===== src/hw/adcts_pkg.sv =====
package adcts_pkg;
    localparam int unsigned DIV_W = 6;
    localparam int unsigned SAMC_W = 5;
    localparam int unsigned SMPI_W = 4;
    localparam int unsigned CHPS_W = 2;
    localparam int unsigned SSRC_W = 3;
    localparam int unsigned CONV_TADS = 12;
    localparam logic [3:0] CONV_TADS_M1 = 4'hb;
    localparam logic [SSRC_W-1:0] SSRC_MANUAL = 3'h0;
    localparam logic [SSRC_W-1:0] SSRC_AUTO = 3'h7;
    // Register offsets (word index of the plain register port)
    localparam logic [3:0] OFF_CTRL1 = 4'h0;
    localparam logic [3:0] OFF_CTRL2 = 4'h1;
    localparam logic [3:0] OFF_CTRL3 = 4'h2;
    localparam logic [3:0] OFF_STAT = 4'h3;
    // Control one field positions
    localparam int unsigned C1_ON = 15;
    localparam int unsigned C1_SSRC = 5;
    localparam int unsigned C1_SIM = 3;
    localparam int unsigned C1_AUTO_SAMPLE_ENABLE = 2;
    localparam int unsigned C1_SAMPLE_BIT = 1;
    localparam int unsigned C1_DONE = 0;
    // Control two field positions
    localparam int unsigned C2_CHPS = 8;
    localparam int unsigned C2_SMPI = 2;
    // Control three field positions
    localparam int unsigned C3_SAMC = 8;
    localparam int unsigned C3_RC = 7;
    localparam int unsigned C3_DIV = 0;
    localparam logic [15:0] CTRL_RST = 16'h0000;
    localparam logic [SAMC_W-1:0] SAMC_RST = 5'h00;
    typedef enum logic [1:0] {
        ADCTS_IDLE,
        ADCTS_SAMPLE,
        ADCTS_CONVERT
    } adcts_state_t;
endpackage


===== src/hw/adcts_tick_if.sv =====
`timescale 1ns/1ns
`default_nettype none
interface adcts_tick_if;
    logic restart;
    logic [5:0] divisor;
    logic rc_sel;
    logic rc_tick;
    logic tick;
    modport gen (input restart, input divisor, input rc_sel, input rc_tick,
        output tick);
    modport use_side (output restart, output divisor, output rc_sel,
        output rc_tick, input tick);
endinterface
`default_nettype wire


===== src/hw/adcts_clkdiv.sv =====
`timescale 1ns/1ns
`default_nettype none
module adcts_clkdiv
    import adcts_pkg::*;
(
    input wire logic clk_sys,
    input wire logic rst,
    adcts_tick_if.gen tk
);
    // Half-cycle count: period = (divisor+1) half instruction cycles,
    // so the enable rate is sys_clk/(divisor+1) with clk_sys as 2x INSTRUCTION_CYCLE_TIME.
    logic [DIV_W-1:0] cnt_r;
    logic [DIV_W-1:0] cnt_nxt;
    logic tick_r;
    logic tick_nxt;

    always_comb begin
        cnt_nxt = cnt_r;
        tick_nxt = 1'b0;
        if (tk.restart) begin
            cnt_nxt = '0;
        end else if (tk.rc_sel) begin
            tick_nxt = tk.rc_tick;
        end else if (cnt_r >= tk.divisor) begin
            cnt_nxt = '0;
            tick_nxt = 1'b1;
        end else begin
            cnt_nxt = cnt_r + 6'h01;
        end
    end

    always_ff @(posedge clk_sys) begin
        if (rst) begin
            cnt_r <= '0;
            tick_r <= 1'b0;
        end else begin
            cnt_r <= cnt_nxt;
            tick_r <= tick_nxt;
        end
    end
    assign tk.tick = tick_r;
endmodule
`default_nettype wire


===== src/hw/adcts_seq.sv =====
`timescale 1ns/1ns
`default_nettype none
// Overview of operation
// - Conversion takes twelve conversion clocks
// - Period is half-cycles times divisor plus one
// - RC select clocks from RC oscillator
// - Sampling timed by sample bit or automatically
// - Module off disables all sequencing logic
// - Sample time 2 holds two periods
// - Full sample phase precedes every conversion
// - Auto convert counts sample time, min one
// - Done after selected sequence count completes
// - Channel count picks one, two, four
// - Clearing module-on aborts, beats auto start
module adcts_seq
    import adcts_pkg::*;
(
    input wire logic clk_sys,
    input wire logic rst,
    input wire logic [3:0] reg_addr,
    input wire logic [15:0] reg_wdata,
    input wire logic reg_wr,
    input wire logic reg_rd,
    output logic [15:0] reg_rdata,
    input wire logic rc_osc_tick,
    output logic sample_active,
    output logic convert_active,
    output logic [1:0] hold_channel,
    output logic result_strobe,
    output logic conv_irq_flag
);
    adcts_state_t st_r, st_nxt;
    logic [15:0] c1_r, c1_nxt, c2_r, c2_nxt, c3_r, c3_nxt;
    logic [15:0] rdata_r, rdata_nxt;
    logic [3:0] tad_cnt_r, tad_cnt_nxt;
    logic [SAMC_W-1:0] smp_cnt_r, smp_cnt_nxt;
    logic [1:0] ch_r, ch_nxt;
    logic [SMPI_W-1:0] seq_cnt_r, seq_cnt_nxt;
    logic irq_r, irq_nxt;
    logic res_r, res_nxt;
    logic on_q_r;
    logic [9:0] conv_cyc_r, conv_cyc_nxt;

    adcts_tick_if tk ();
    adcts_clkdiv u_div (
        .clk_sys(clk_sys),
        .rst(rst),
        .tk(tk)
    );

    logic on;
    logic sample_bit_bit;
    logic auto_mode;
    logic [SAMC_W-1:0] samc;
    logic [1:0] last_ch;
    logic wr_c1;
    assign on = c1_r[C1_ON];
    assign sample_bit_bit = c1_r[C1_SAMPLE_BIT];
    assign auto_mode = c1_r[C1_SSRC +: SSRC_W] == SSRC_AUTO;
    assign samc = c3_r[C3_SAMC +: SAMC_W];
    assign wr_c1 = reg_wr && reg_addr == OFF_CTRL1;
    // Restart on the rising edge of module-on and while it is off
    assign tk.restart = !on || !on_q_r;
    assign tk.divisor = c3_r[C3_DIV +: DIV_W];
    assign tk.rc_sel = c3_r[C3_RC];
    assign tk.rc_tick = rc_osc_tick;

    function automatic logic [1:0] chan_last(input logic [1:0] chps);
        // 00: CH0 only, 01: CH0..1, 1x: CH0..3
        case (chps)
            2'h0: chan_last = 2'h0;
            2'h1: chan_last = 2'h1;
            default: chan_last = 2'h3;
        endcase
    endfunction
    assign last_ch = chan_last(c2_r[C2_CHPS +: CHPS_W]);

    // One less than the clock cycles that twelve conversion clock periods span
    function automatic logic [9:0] conv_span(input logic [5:0] dv);
        conv_span = 10'(CONV_TADS * ({26'h0, dv} + 32'h1) - 32'h1);
    endfunction

    always_comb begin
        st_nxt = st_r;
        c1_nxt = c1_r;
        c2_nxt = c2_r;
        c3_nxt = c3_r;
        tad_cnt_nxt = tad_cnt_r;
        smp_cnt_nxt = smp_cnt_r;
        ch_nxt = ch_r;
        seq_cnt_nxt = seq_cnt_r;
        irq_nxt = irq_r;
        res_nxt = 1'b0;
        rdata_nxt = 16'h0000;
        if (reg_wr) begin
            case (reg_addr)
                OFF_CTRL1: c1_nxt = reg_wdata;
                OFF_CTRL2: c2_nxt = reg_wdata;
                OFF_CTRL3: c3_nxt = reg_wdata;
                OFF_STAT: irq_nxt = irq_r & ~reg_wdata[0];
                default: ;
            endcase
        end
        if (reg_rd) begin
            case (reg_addr)
                OFF_CTRL1: rdata_nxt = c1_r;
                OFF_CTRL2: rdata_nxt = c2_r;
                OFF_CTRL3: rdata_nxt = c3_r;
                OFF_STAT: rdata_nxt = {12'h000, ch_r, st_r != ADCTS_IDLE,
                    irq_r};
                default: rdata_nxt = 16'h0000;
            endcase
        end
        case (st_r)
            ADCTS_IDLE: begin
                // Sample phase always precedes conversion
                if (on && (sample_bit_bit || c1_r[C1_AUTO_SAMPLE_ENABLE])) begin
                    st_nxt = ADCTS_SAMPLE;
                    smp_cnt_nxt = '0;
                    if (!sample_bit_bit) begin
                        c1_nxt[C1_SAMPLE_BIT] = 1'b1;
                    end
                end
            end
            ADCTS_SAMPLE: begin
                if (auto_mode) begin
                    if (tk.tick) begin
                        // Zero sample time is treated as one period
                        if (smp_cnt_r + 5'h01 >= samc) begin
                            st_nxt = ADCTS_CONVERT;
                            tad_cnt_nxt = '0;
                            c1_nxt[C1_SAMPLE_BIT] = 1'b0;
                        end else begin
                            smp_cnt_nxt = smp_cnt_r + 5'h01;
                        end
                    end
                end else if (!sample_bit_bit && tk.tick) begin
                    st_nxt = ADCTS_CONVERT;
                    tad_cnt_nxt = '0;
                end
            end
            ADCTS_CONVERT: begin
                if (tk.tick) begin
                    if (tad_cnt_r == CONV_TADS_M1) begin
                        res_nxt = 1'b1;
                        st_nxt = ADCTS_IDLE;
                        if (ch_r == last_ch) begin
                            ch_nxt = 2'h0;
                            if (seq_cnt_r == c2_r[C2_SMPI +: SMPI_W]) begin
                                seq_cnt_nxt = '0;
                                irq_nxt = 1'b1;
                                c1_nxt[C1_DONE] = 1'b1;
                            end else begin
                                seq_cnt_nxt = seq_cnt_r + 4'h1;
                            end
                        end else begin
                            ch_nxt = ch_r + 2'h1;
                        end
                    end else begin
                        tad_cnt_nxt = tad_cnt_r + 4'h1;
                    end
                end
            end
            default: st_nxt = ADCTS_IDLE;
        endcase
        if (wr_c1 && reg_wdata[C1_SAMPLE_BIT] && !reg_wdata[C1_DONE]
                && !c1_r[C1_DONE]) begin
            c1_nxt[C1_DONE] = 1'b0;
        end
        if (!on) begin
            // Off overrides any coincident auto start; no result
            st_nxt = ADCTS_IDLE;
            res_nxt = 1'b0;
            ch_nxt = 2'h0;
            seq_cnt_nxt = '0;
            tad_cnt_nxt = '0;
        end
    end

    always_ff @(posedge clk_sys) begin
        if (rst) begin
            st_r <= ADCTS_IDLE;
            c1_r <= CTRL_RST;
            c2_r <= CTRL_RST;
            c3_r <= CTRL_RST;
            rdata_r <= 16'h0000;
            tad_cnt_r <= '0;
            smp_cnt_r <= SAMC_RST;
            ch_r <= 2'h0;
            seq_cnt_r <= '0;
            irq_r <= 1'b0;
            res_r <= 1'b0;
            on_q_r <= 1'b0;
            sample_active <= 1'b0;
            convert_active <= 1'b0;
            hold_channel <= 2'h0;
        end else begin
            st_r <= st_nxt;
            c1_r <= c1_nxt;
            c2_r <= c2_nxt;
            c3_r <= c3_nxt;
            rdata_r <= rdata_nxt;
            tad_cnt_r <= tad_cnt_nxt;
            smp_cnt_r <= smp_cnt_nxt;
            ch_r <= ch_nxt;
            seq_cnt_r <= seq_cnt_nxt;
            irq_r <= irq_nxt;
            res_r <= res_nxt;
            on_q_r <= on;
            sample_active <= st_nxt == ADCTS_SAMPLE;
            convert_active <= st_nxt == ADCTS_CONVERT;
            hold_channel <= ch_nxt;
        end
    end
    assign reg_rdata = rdata_r;
    assign result_strobe = res_r;
    assign conv_irq_flag = irq_r;

    // Helper count for the length check; a long repetition would not unroll
    always_comb begin
        conv_cyc_nxt = 10'h000;
        if (st_r == ADCTS_CONVERT) begin
            conv_cyc_nxt = conv_cyc_r + 10'h001;
        end
    end

    always_ff @(posedge clk_sys) begin
        if (rst) begin
            conv_cyc_r <= 10'h000;
        end else begin
            conv_cyc_r <= conv_cyc_nxt;
        end
    end
endmodule
`default_nettype wire


===== config.mk =====
export PLATFORM = sky130hd
export DESIGN_NAME = adcts_seq
export DESIGN_NICKNAME = d
export VERILOG_FILES = /design/src/hw/adcts_pkg.sv /design/src/hw/adcts_tick_if.sv /design/src/hw/adcts_clkdiv.sv /design/src/hw/adcts_seq.sv
export SDC_FILE = /design/constraint.sdc
export NUM_CORES = 1
export LEC_CHECK = 0
export BUFFER_PORTS_ARGS = -buffer_cell sky130_fd_sc_hd__buf_2
export CAP_MARGIN = 5
export CORE_ASPECT_RATIO = 1.75
export CORE_UTILIZATION = 55
export CTS_BUF_LIST = sky130_fd_sc_hd__clkbuf_4 sky130_fd_sc_hd__clkbuf_8
export CTS_CLUSTER_DIAMETER = 40
export CTS_CLUSTER_SIZE = 16
export DETAILED_ROUTE_END_ITERATION = 8
export GPL_TIMING_DRIVEN = 1
export PLACE_DENSITY = 0.75
export SLEW_MARGIN = 40
export SYNTH_ARGS = -nofsm -noshare
export SYNTH_HDL_FRONTEND = slang
export SYNTH_HIERARCHICAL = 1
export SYNTH_SLANG_ARGS = --single-unit

===== constraint.sdc =====
create_clock -name clk_sys -period 6.26 [get_ports clk_sys]
set_input_delay 0.626 -clock clk_sys [delete_from_list [all_inputs] [get_ports clk_sys]]
set_output_delay 0.626 -clock clk_sys [all_outputs]
set_load 0.02 [all_outputs]

Word-level counts from Yosys, hierarchy flattened

Index checks and enable logic that the tools add are counted.
Widths: inputs -> output; s select.

Register bits after elaboration: 93
Logic and storage cells: 132
Input port bits: 25
Output and inout bits: 22

Reductions and logical operators: 31
Bitwise logic cells: 6
Eq/ne operators: 21
Mux-type cells: 49
Add/sub/neg operators: 5
Magnitude comparators: 2

Operator list:

| kind                | count |
|---|---|
| $pmux 16 s4         | 1 |
| $mux 4              | 7 |
| $mux 2              | 11 |
| $mux 1              | 20 |
| $mux 5              | 4 |
| $pmux 5 s2          | 1 |
| $add 4x1->4 const B | 2 |
| $eq 4x2->1 const B  | 2 |
| $ne 2x2->1 const B  | 4 |
| $pmux 4 s2          | 1 |
| $reduce_or 2->1     | 4 |
| $add 6x1->6 const B | 1 |
| $eq 2x1->1 const B  | 3 |
| $ge 6x6->1          | 1 |
| $logic_and 1x1->1   | 6 |
| $mux 6              | 1 |
| $ne 3x3->1 const B  | 2 |
| $pmux 2 s3          | 1 |
| $reduce_and 2->1    | 3 |
| $reduce_and 6->1    | 1 |
| $reduce_bool 2->1   | 3 |
| $add 5x1->5 const B | 1 |
| $ge 5x5->1          | 1 |
| $logic_not 1->1     | 5 |
| 20 further kinds    | 28 |

Logic depth before layout (Yosys ltp)

Depth in word-level cells: 9
Mapped depth: 8
Mapped depth without buffers: 8

Modules after synthesis

The synthesis kept the hierarchy.

By module, submodules not included:

| module       | seq. area each (µm²) | instances | area each (µm²) | cells each |
|---|---|---|---|---|
| adcts_seq    | 1721.7               | 1         | 3657.3          | 439 |
| adcts_clkdiv | 140.1                | 1         | 456.7           | 50 |

Least setup slack after synthesis

OpenSTA, ideal clock, no wires.

Path kind: reg-to-reg
From: register smp_cnt_r[0]
To: register tad_cnt_r[1]
Buffers on the path: 0
Clock period less this slack: 2.083 ns
Cell stages (with the launch flop): 9
Data required time: 6.117 ns
Slack: 4.177 ns
Library setup time: 0.143 ns
Arrival time: 1.940 ns
Cells stage by stage: dfxtp_1 > ha_1 > nand3_1 > xnor2_1 > ha_1 > a21o_1 > a31oi_1 > a21oi_1 > o221ai_1

Word-level cells in the longest chain between the ends: 4

Ends and longest elaborated chain:

| item                       | RTL line         | source |
|---|---|---|
| start: declaration         | adcts_seq.sv:36  | `logic [SAMC_W-1:0] smp_cnt_r, smp_cnt_nxt;` |
| start signal: assignment   | adcts_seq.sv:204 | `smp_cnt_r <= smp_cnt_nxt;` |
| $add 5x1->5                | adcts_seq.sv:129 | `if (smp_cnt_r + 5'h01 >= samc) begin` |
| $ge 5x5->1                 | adcts_seq.sv:129 |  |
| $ne 3x3->1 (no line)       | -                |  |
| $reduce_and 6->1 (no line) | -                |  |
| end signal: assignment     | adcts_seq.sv:203 | `tad_cnt_r <= tad_cnt_nxt;` |
| end: declaration           | adcts_seq.sv:35  | `logic [3:0] tad_cnt_r, tad_cnt_nxt;` |

Every way passes these cells.
A chain may end at the register's enable or synchronous reset.

Worst setup path in the final report

Same ends and word-level chain as after synthesis.

==> flow_summary.toml <==
[clocking]
root_buffer = "clkbuf_8"
ctsLongestPathBuffers = 2
cts_buffers = 9
post-cts-setup-buffer-count = 0
cts_tree = "yes"
ctsHoldBuffers = 0
insertion_delay_ns = 0.37
h-tree-depth = 3
cts_resized = 0
cts_sinks = 93
path_clk_slew_ns = 0.08

[setup_path]
path_max_fanout = 8
crit_required_ns = 6.49
cp_common_cell = "ha_1"
r2r_start = "smp_cnt_r[0]$_SDFFE_PP0P_"
slowest_stage = "a21oi_1"
ff2ff_path_depth = 8
end_kind = "flip-flop"
reg2reg_slack_ns = 3.80
critPathMaxStageDelay_ns = 0.53
path_class = "reg -> reg"
reg2reg_to = "tad_cnt_r[1]$_SDFFE_PP0P_"
cp-start-kind = "flip-flop"
arrival_ns = 2.69
cp_cell_sequence = "ha_1, nand3_1, xnor2_1, ha_1, a21o_1, a31oi_1, a21oi_1, o221ai_1"

[synth]
synth_top_area_share_pct = 45.3
post-synth-top-count-cell = "nand2_1"
synth_area_leader_cell = "dfxtp_1"
yosys_warnings = 6
ys_types = 55
yosysSeqAreaShare_pct = 45.3
synth_common_cells = "123 x nand2_1, 93 x dfxtp_1, 74 x a21oi_1, 23 x nand3_1, 19 x a22oi_1"
synth_edf_count = 0
syn_area_per_cell_um2 = 8.41
ys_top_cells_by_area = "dfxtp_1 45%, nand2_1 11%, a21oi_1 9.0%, ha_1 4.6%, a22oi_1 3.5%"
ys_ff_latch = 93
synth.cell_area_mm2 = 0.00411
netlist_instances = 489
synthesis.nets = 529
async_flop_share_pct = 0
synth_ff_type = "dfxtp_1"

[die]
rows = 41
initial_core_util_pct = 56.9
fp.dieH_um = 116
core_mm2 = 0.00723
die-area_mm2 = 0.00784
die_w_um = 67.4
ios = 47

[power_and_ir_drop]
p_sw_share_pct = 22.0
seqPwrFrac_pct = 57.7
p_leak_nw = 1.69
p_sw_uw = 228
ir_drop_mv = 0.190
p_comb_share_pct = 4.1
p_int_uw = 808
power_per_cell_area_mw_per_mm2 = 228
clkPwrFrac_pct = 38.2

[detailed_routing]
vias = 3568
wl_um = 9820
via_per_inst = 5.80
wl_per_cell_um = 16.0
postRouteAntennaNets = 0
drt_iter0_markers = 217
dr.pass1.iters = 6
drc_errors = 0

[timing]
rsz0062_at_grt = "no"
setup_slack_ns = 3.80
worstMarginPinSlew_ns = 0.809
slew-limit-headroom_pct = 45.9
fin_crit_ns = 2.46
finalClockSkew_ns = 0.0102
fmax_ghz = 0.407
hold_viol_final = 0
setup_viol = 0
setup_tns_ns = 0
final_max_slew_viol_count = 0
finalCritPeriodShare_pct = 39.2

[finish]
num-nets-final = 566
post-route-util_pct = 62.8
drive_above_1_share_pct = 14.4
diodes = 0
n_fill_cell = 664
synthToLayoutAreaGrowth_pct = 10.4

[global_routing]
grt_use_met1_pct = 33.8
use_met2_pct = 46.0
grt-ovfl-total = 0
antenna_found_initial = 0
grt_pass1_vias = 3308
met3_usage_pct = 5.47
grt_pass1_wl_um = 16000
grt.total_usage_pct = 27.7
busiest_layer = "met2"
grt_max_degree = 58

[min_path]
hold_path_depth = 2
hp-start = "c3_r[15]$_SDFFE_PP0P_"
min_to = "c3_r[15]$_SDFFE_PP0P_"
holdCritPathClass = "reg -> reg"

[placement]
post-dp-hpwl_um = 6690
portBuffers = 46
preCtsSetupSlack_ns = 3.86
globalplace.congestion = 0.884

[job]
maxCapViolCount = 0

[status]
status = "completed"
-- cells in the final DEF (no fill, tap or decap), types with 3 or more instances in the layout --
cell type	n
nand2_1	123
dfxtp_1	93
a21oi_1	74
buf_2	45
nand3_1	23
a22oi_1	19
inv_1	16
nor2_1	16
ha_1	15
xor2_1	12
clkbuf_8	10
nand4_1	8
xnor2_1	4
and3_1	4
o21ai_0	4
a31oi_1	4
buf_4	4
mux2i_1	3
and2_1	3
nand2b_1	3
-- registers in the layout, summed over array words and instances, names as in the netlist --
name            cells
on_q_r              1
conv_irq_flag       1
c1_r               16
ch_r                2
result_strobe       1
smp_cnt_r           5
tad_cnt_r           4
u_div/tk.tick       1
reg_rdata          16
convert_active      1
sample_active       1
c2_r               16
c3_r               16
st_r                2
u_div/cnt_r         6
seq_cnt_r           4
-- final cells by class --
cell class | instances | area, um^2 | share of cell area, %
well taps | 86 | 108 | 2.37
inverters | 17 | 63.8 | 1.40
clock buffers | 12 | 153 | 3.36
repair buffers | 49 | 255 | 5.62
flip-flops and latches | 93 | 1860 | 41.0
multi-input cells | 356 | 2070 | 45.5
clock inverters | 2 | 35.0 | 0.771
-- routing by layer --
metal,vias to the layer above,wire (um)
li1,1774,-
met1,1679,4070
met2,94,5040
met3,21,466
met4,0,248
met5,-,0
-- critical path, delay by kind of cell, from the launching register on --
family,cells,cell delay [ns]
DFF,1,0.41
AOI/OAI and AO/OA,4,1.02
adders and majority gates,2,0.62
and+or+nand+nor,1,0.11
xor gates and xnor gates,1,0.17
-- power groups by stage --
stage | logic [mW] | registers (mW) | clock network [mW]
6_report | 0.0421 | 0.598 | 0.396
5_1_grt | 0.0465 | 0.599 | 0.422
4_1_cts | 0.0421 | 0.598 | 0.399
3_5_place_dp | 0.0419 | 0.612 | 0
3_3_place_gp | 0.0408 | 0.612 | 0
2_1_floorplan | 0.0220 | 0.611 | 0
-- how the worst max path moves through the flow --
stage,from,to
CTS,smp_cnt_r[0]$_SDFFE_PP0P_,tad_cnt_r[1]$_SDFFE_PP0P_
global placement,rst,tad_cnt_r[1]$_SDFFE_PP0P_
floorplan,smp_cnt_r[0]$_SDFFE_PP0P_,tad_cnt_r[1]$_SDFFE_PP0P_
global route,smp_cnt_r[0]$_SDFFE_PP0P_,tad_cnt_r[1]$_SDFFE_PP0P_
detailed placement,smp_cnt_r[0]$_SDFFE_PP0P_,tad_cnt_r[1]$_SDFFE_PP0P_
finish,smp_cnt_r[0]$_SDFFE_PP0P_,tad_cnt_r[1]$_SDFFE_PP0P_
-- cell families (layout without fill, tap and decap cells) --
| group | count (synthesis) | after routing | synth area share [%] |
|---|---|---|---|
| buffers and inverters | 40 | 80 | 4.50 |
| AO/OA/AOI/OAI | 128 | 128 | 19.4 |
| multiplexers | 3 | 3 | 0.730 |
| flip-flops | 93 | 93 | 45.3 |
| AND/OR/NAND/NOR | 194 | 194 | 22.1 |
| XOR/XNOR | 16 | 16 | 3.41 |
| adder cells (fa/ha/maj) | 15 | 15 | 4.56 |
-- metrics by stage --
stage / hold WS, ns / instance area, um^2 / total power [mW] / instances
3_5_place_dp: 0.448 / 4360 / 0.654 / 601
3_3_place_gp: 0.440 / 4350 / 0.653 / 601
6_report: 0.459 / 4540 / 1.04 / 615
4_1_cts: 0.460 / 4540 / 1.04 / 615
2_1_floorplan: 0.432 / 4110 / 0.633 / 489
5_1_grt: 0.472 / 4540 / 1.07 / 615
Note: power is estimated with default switching activity, not from simulation.
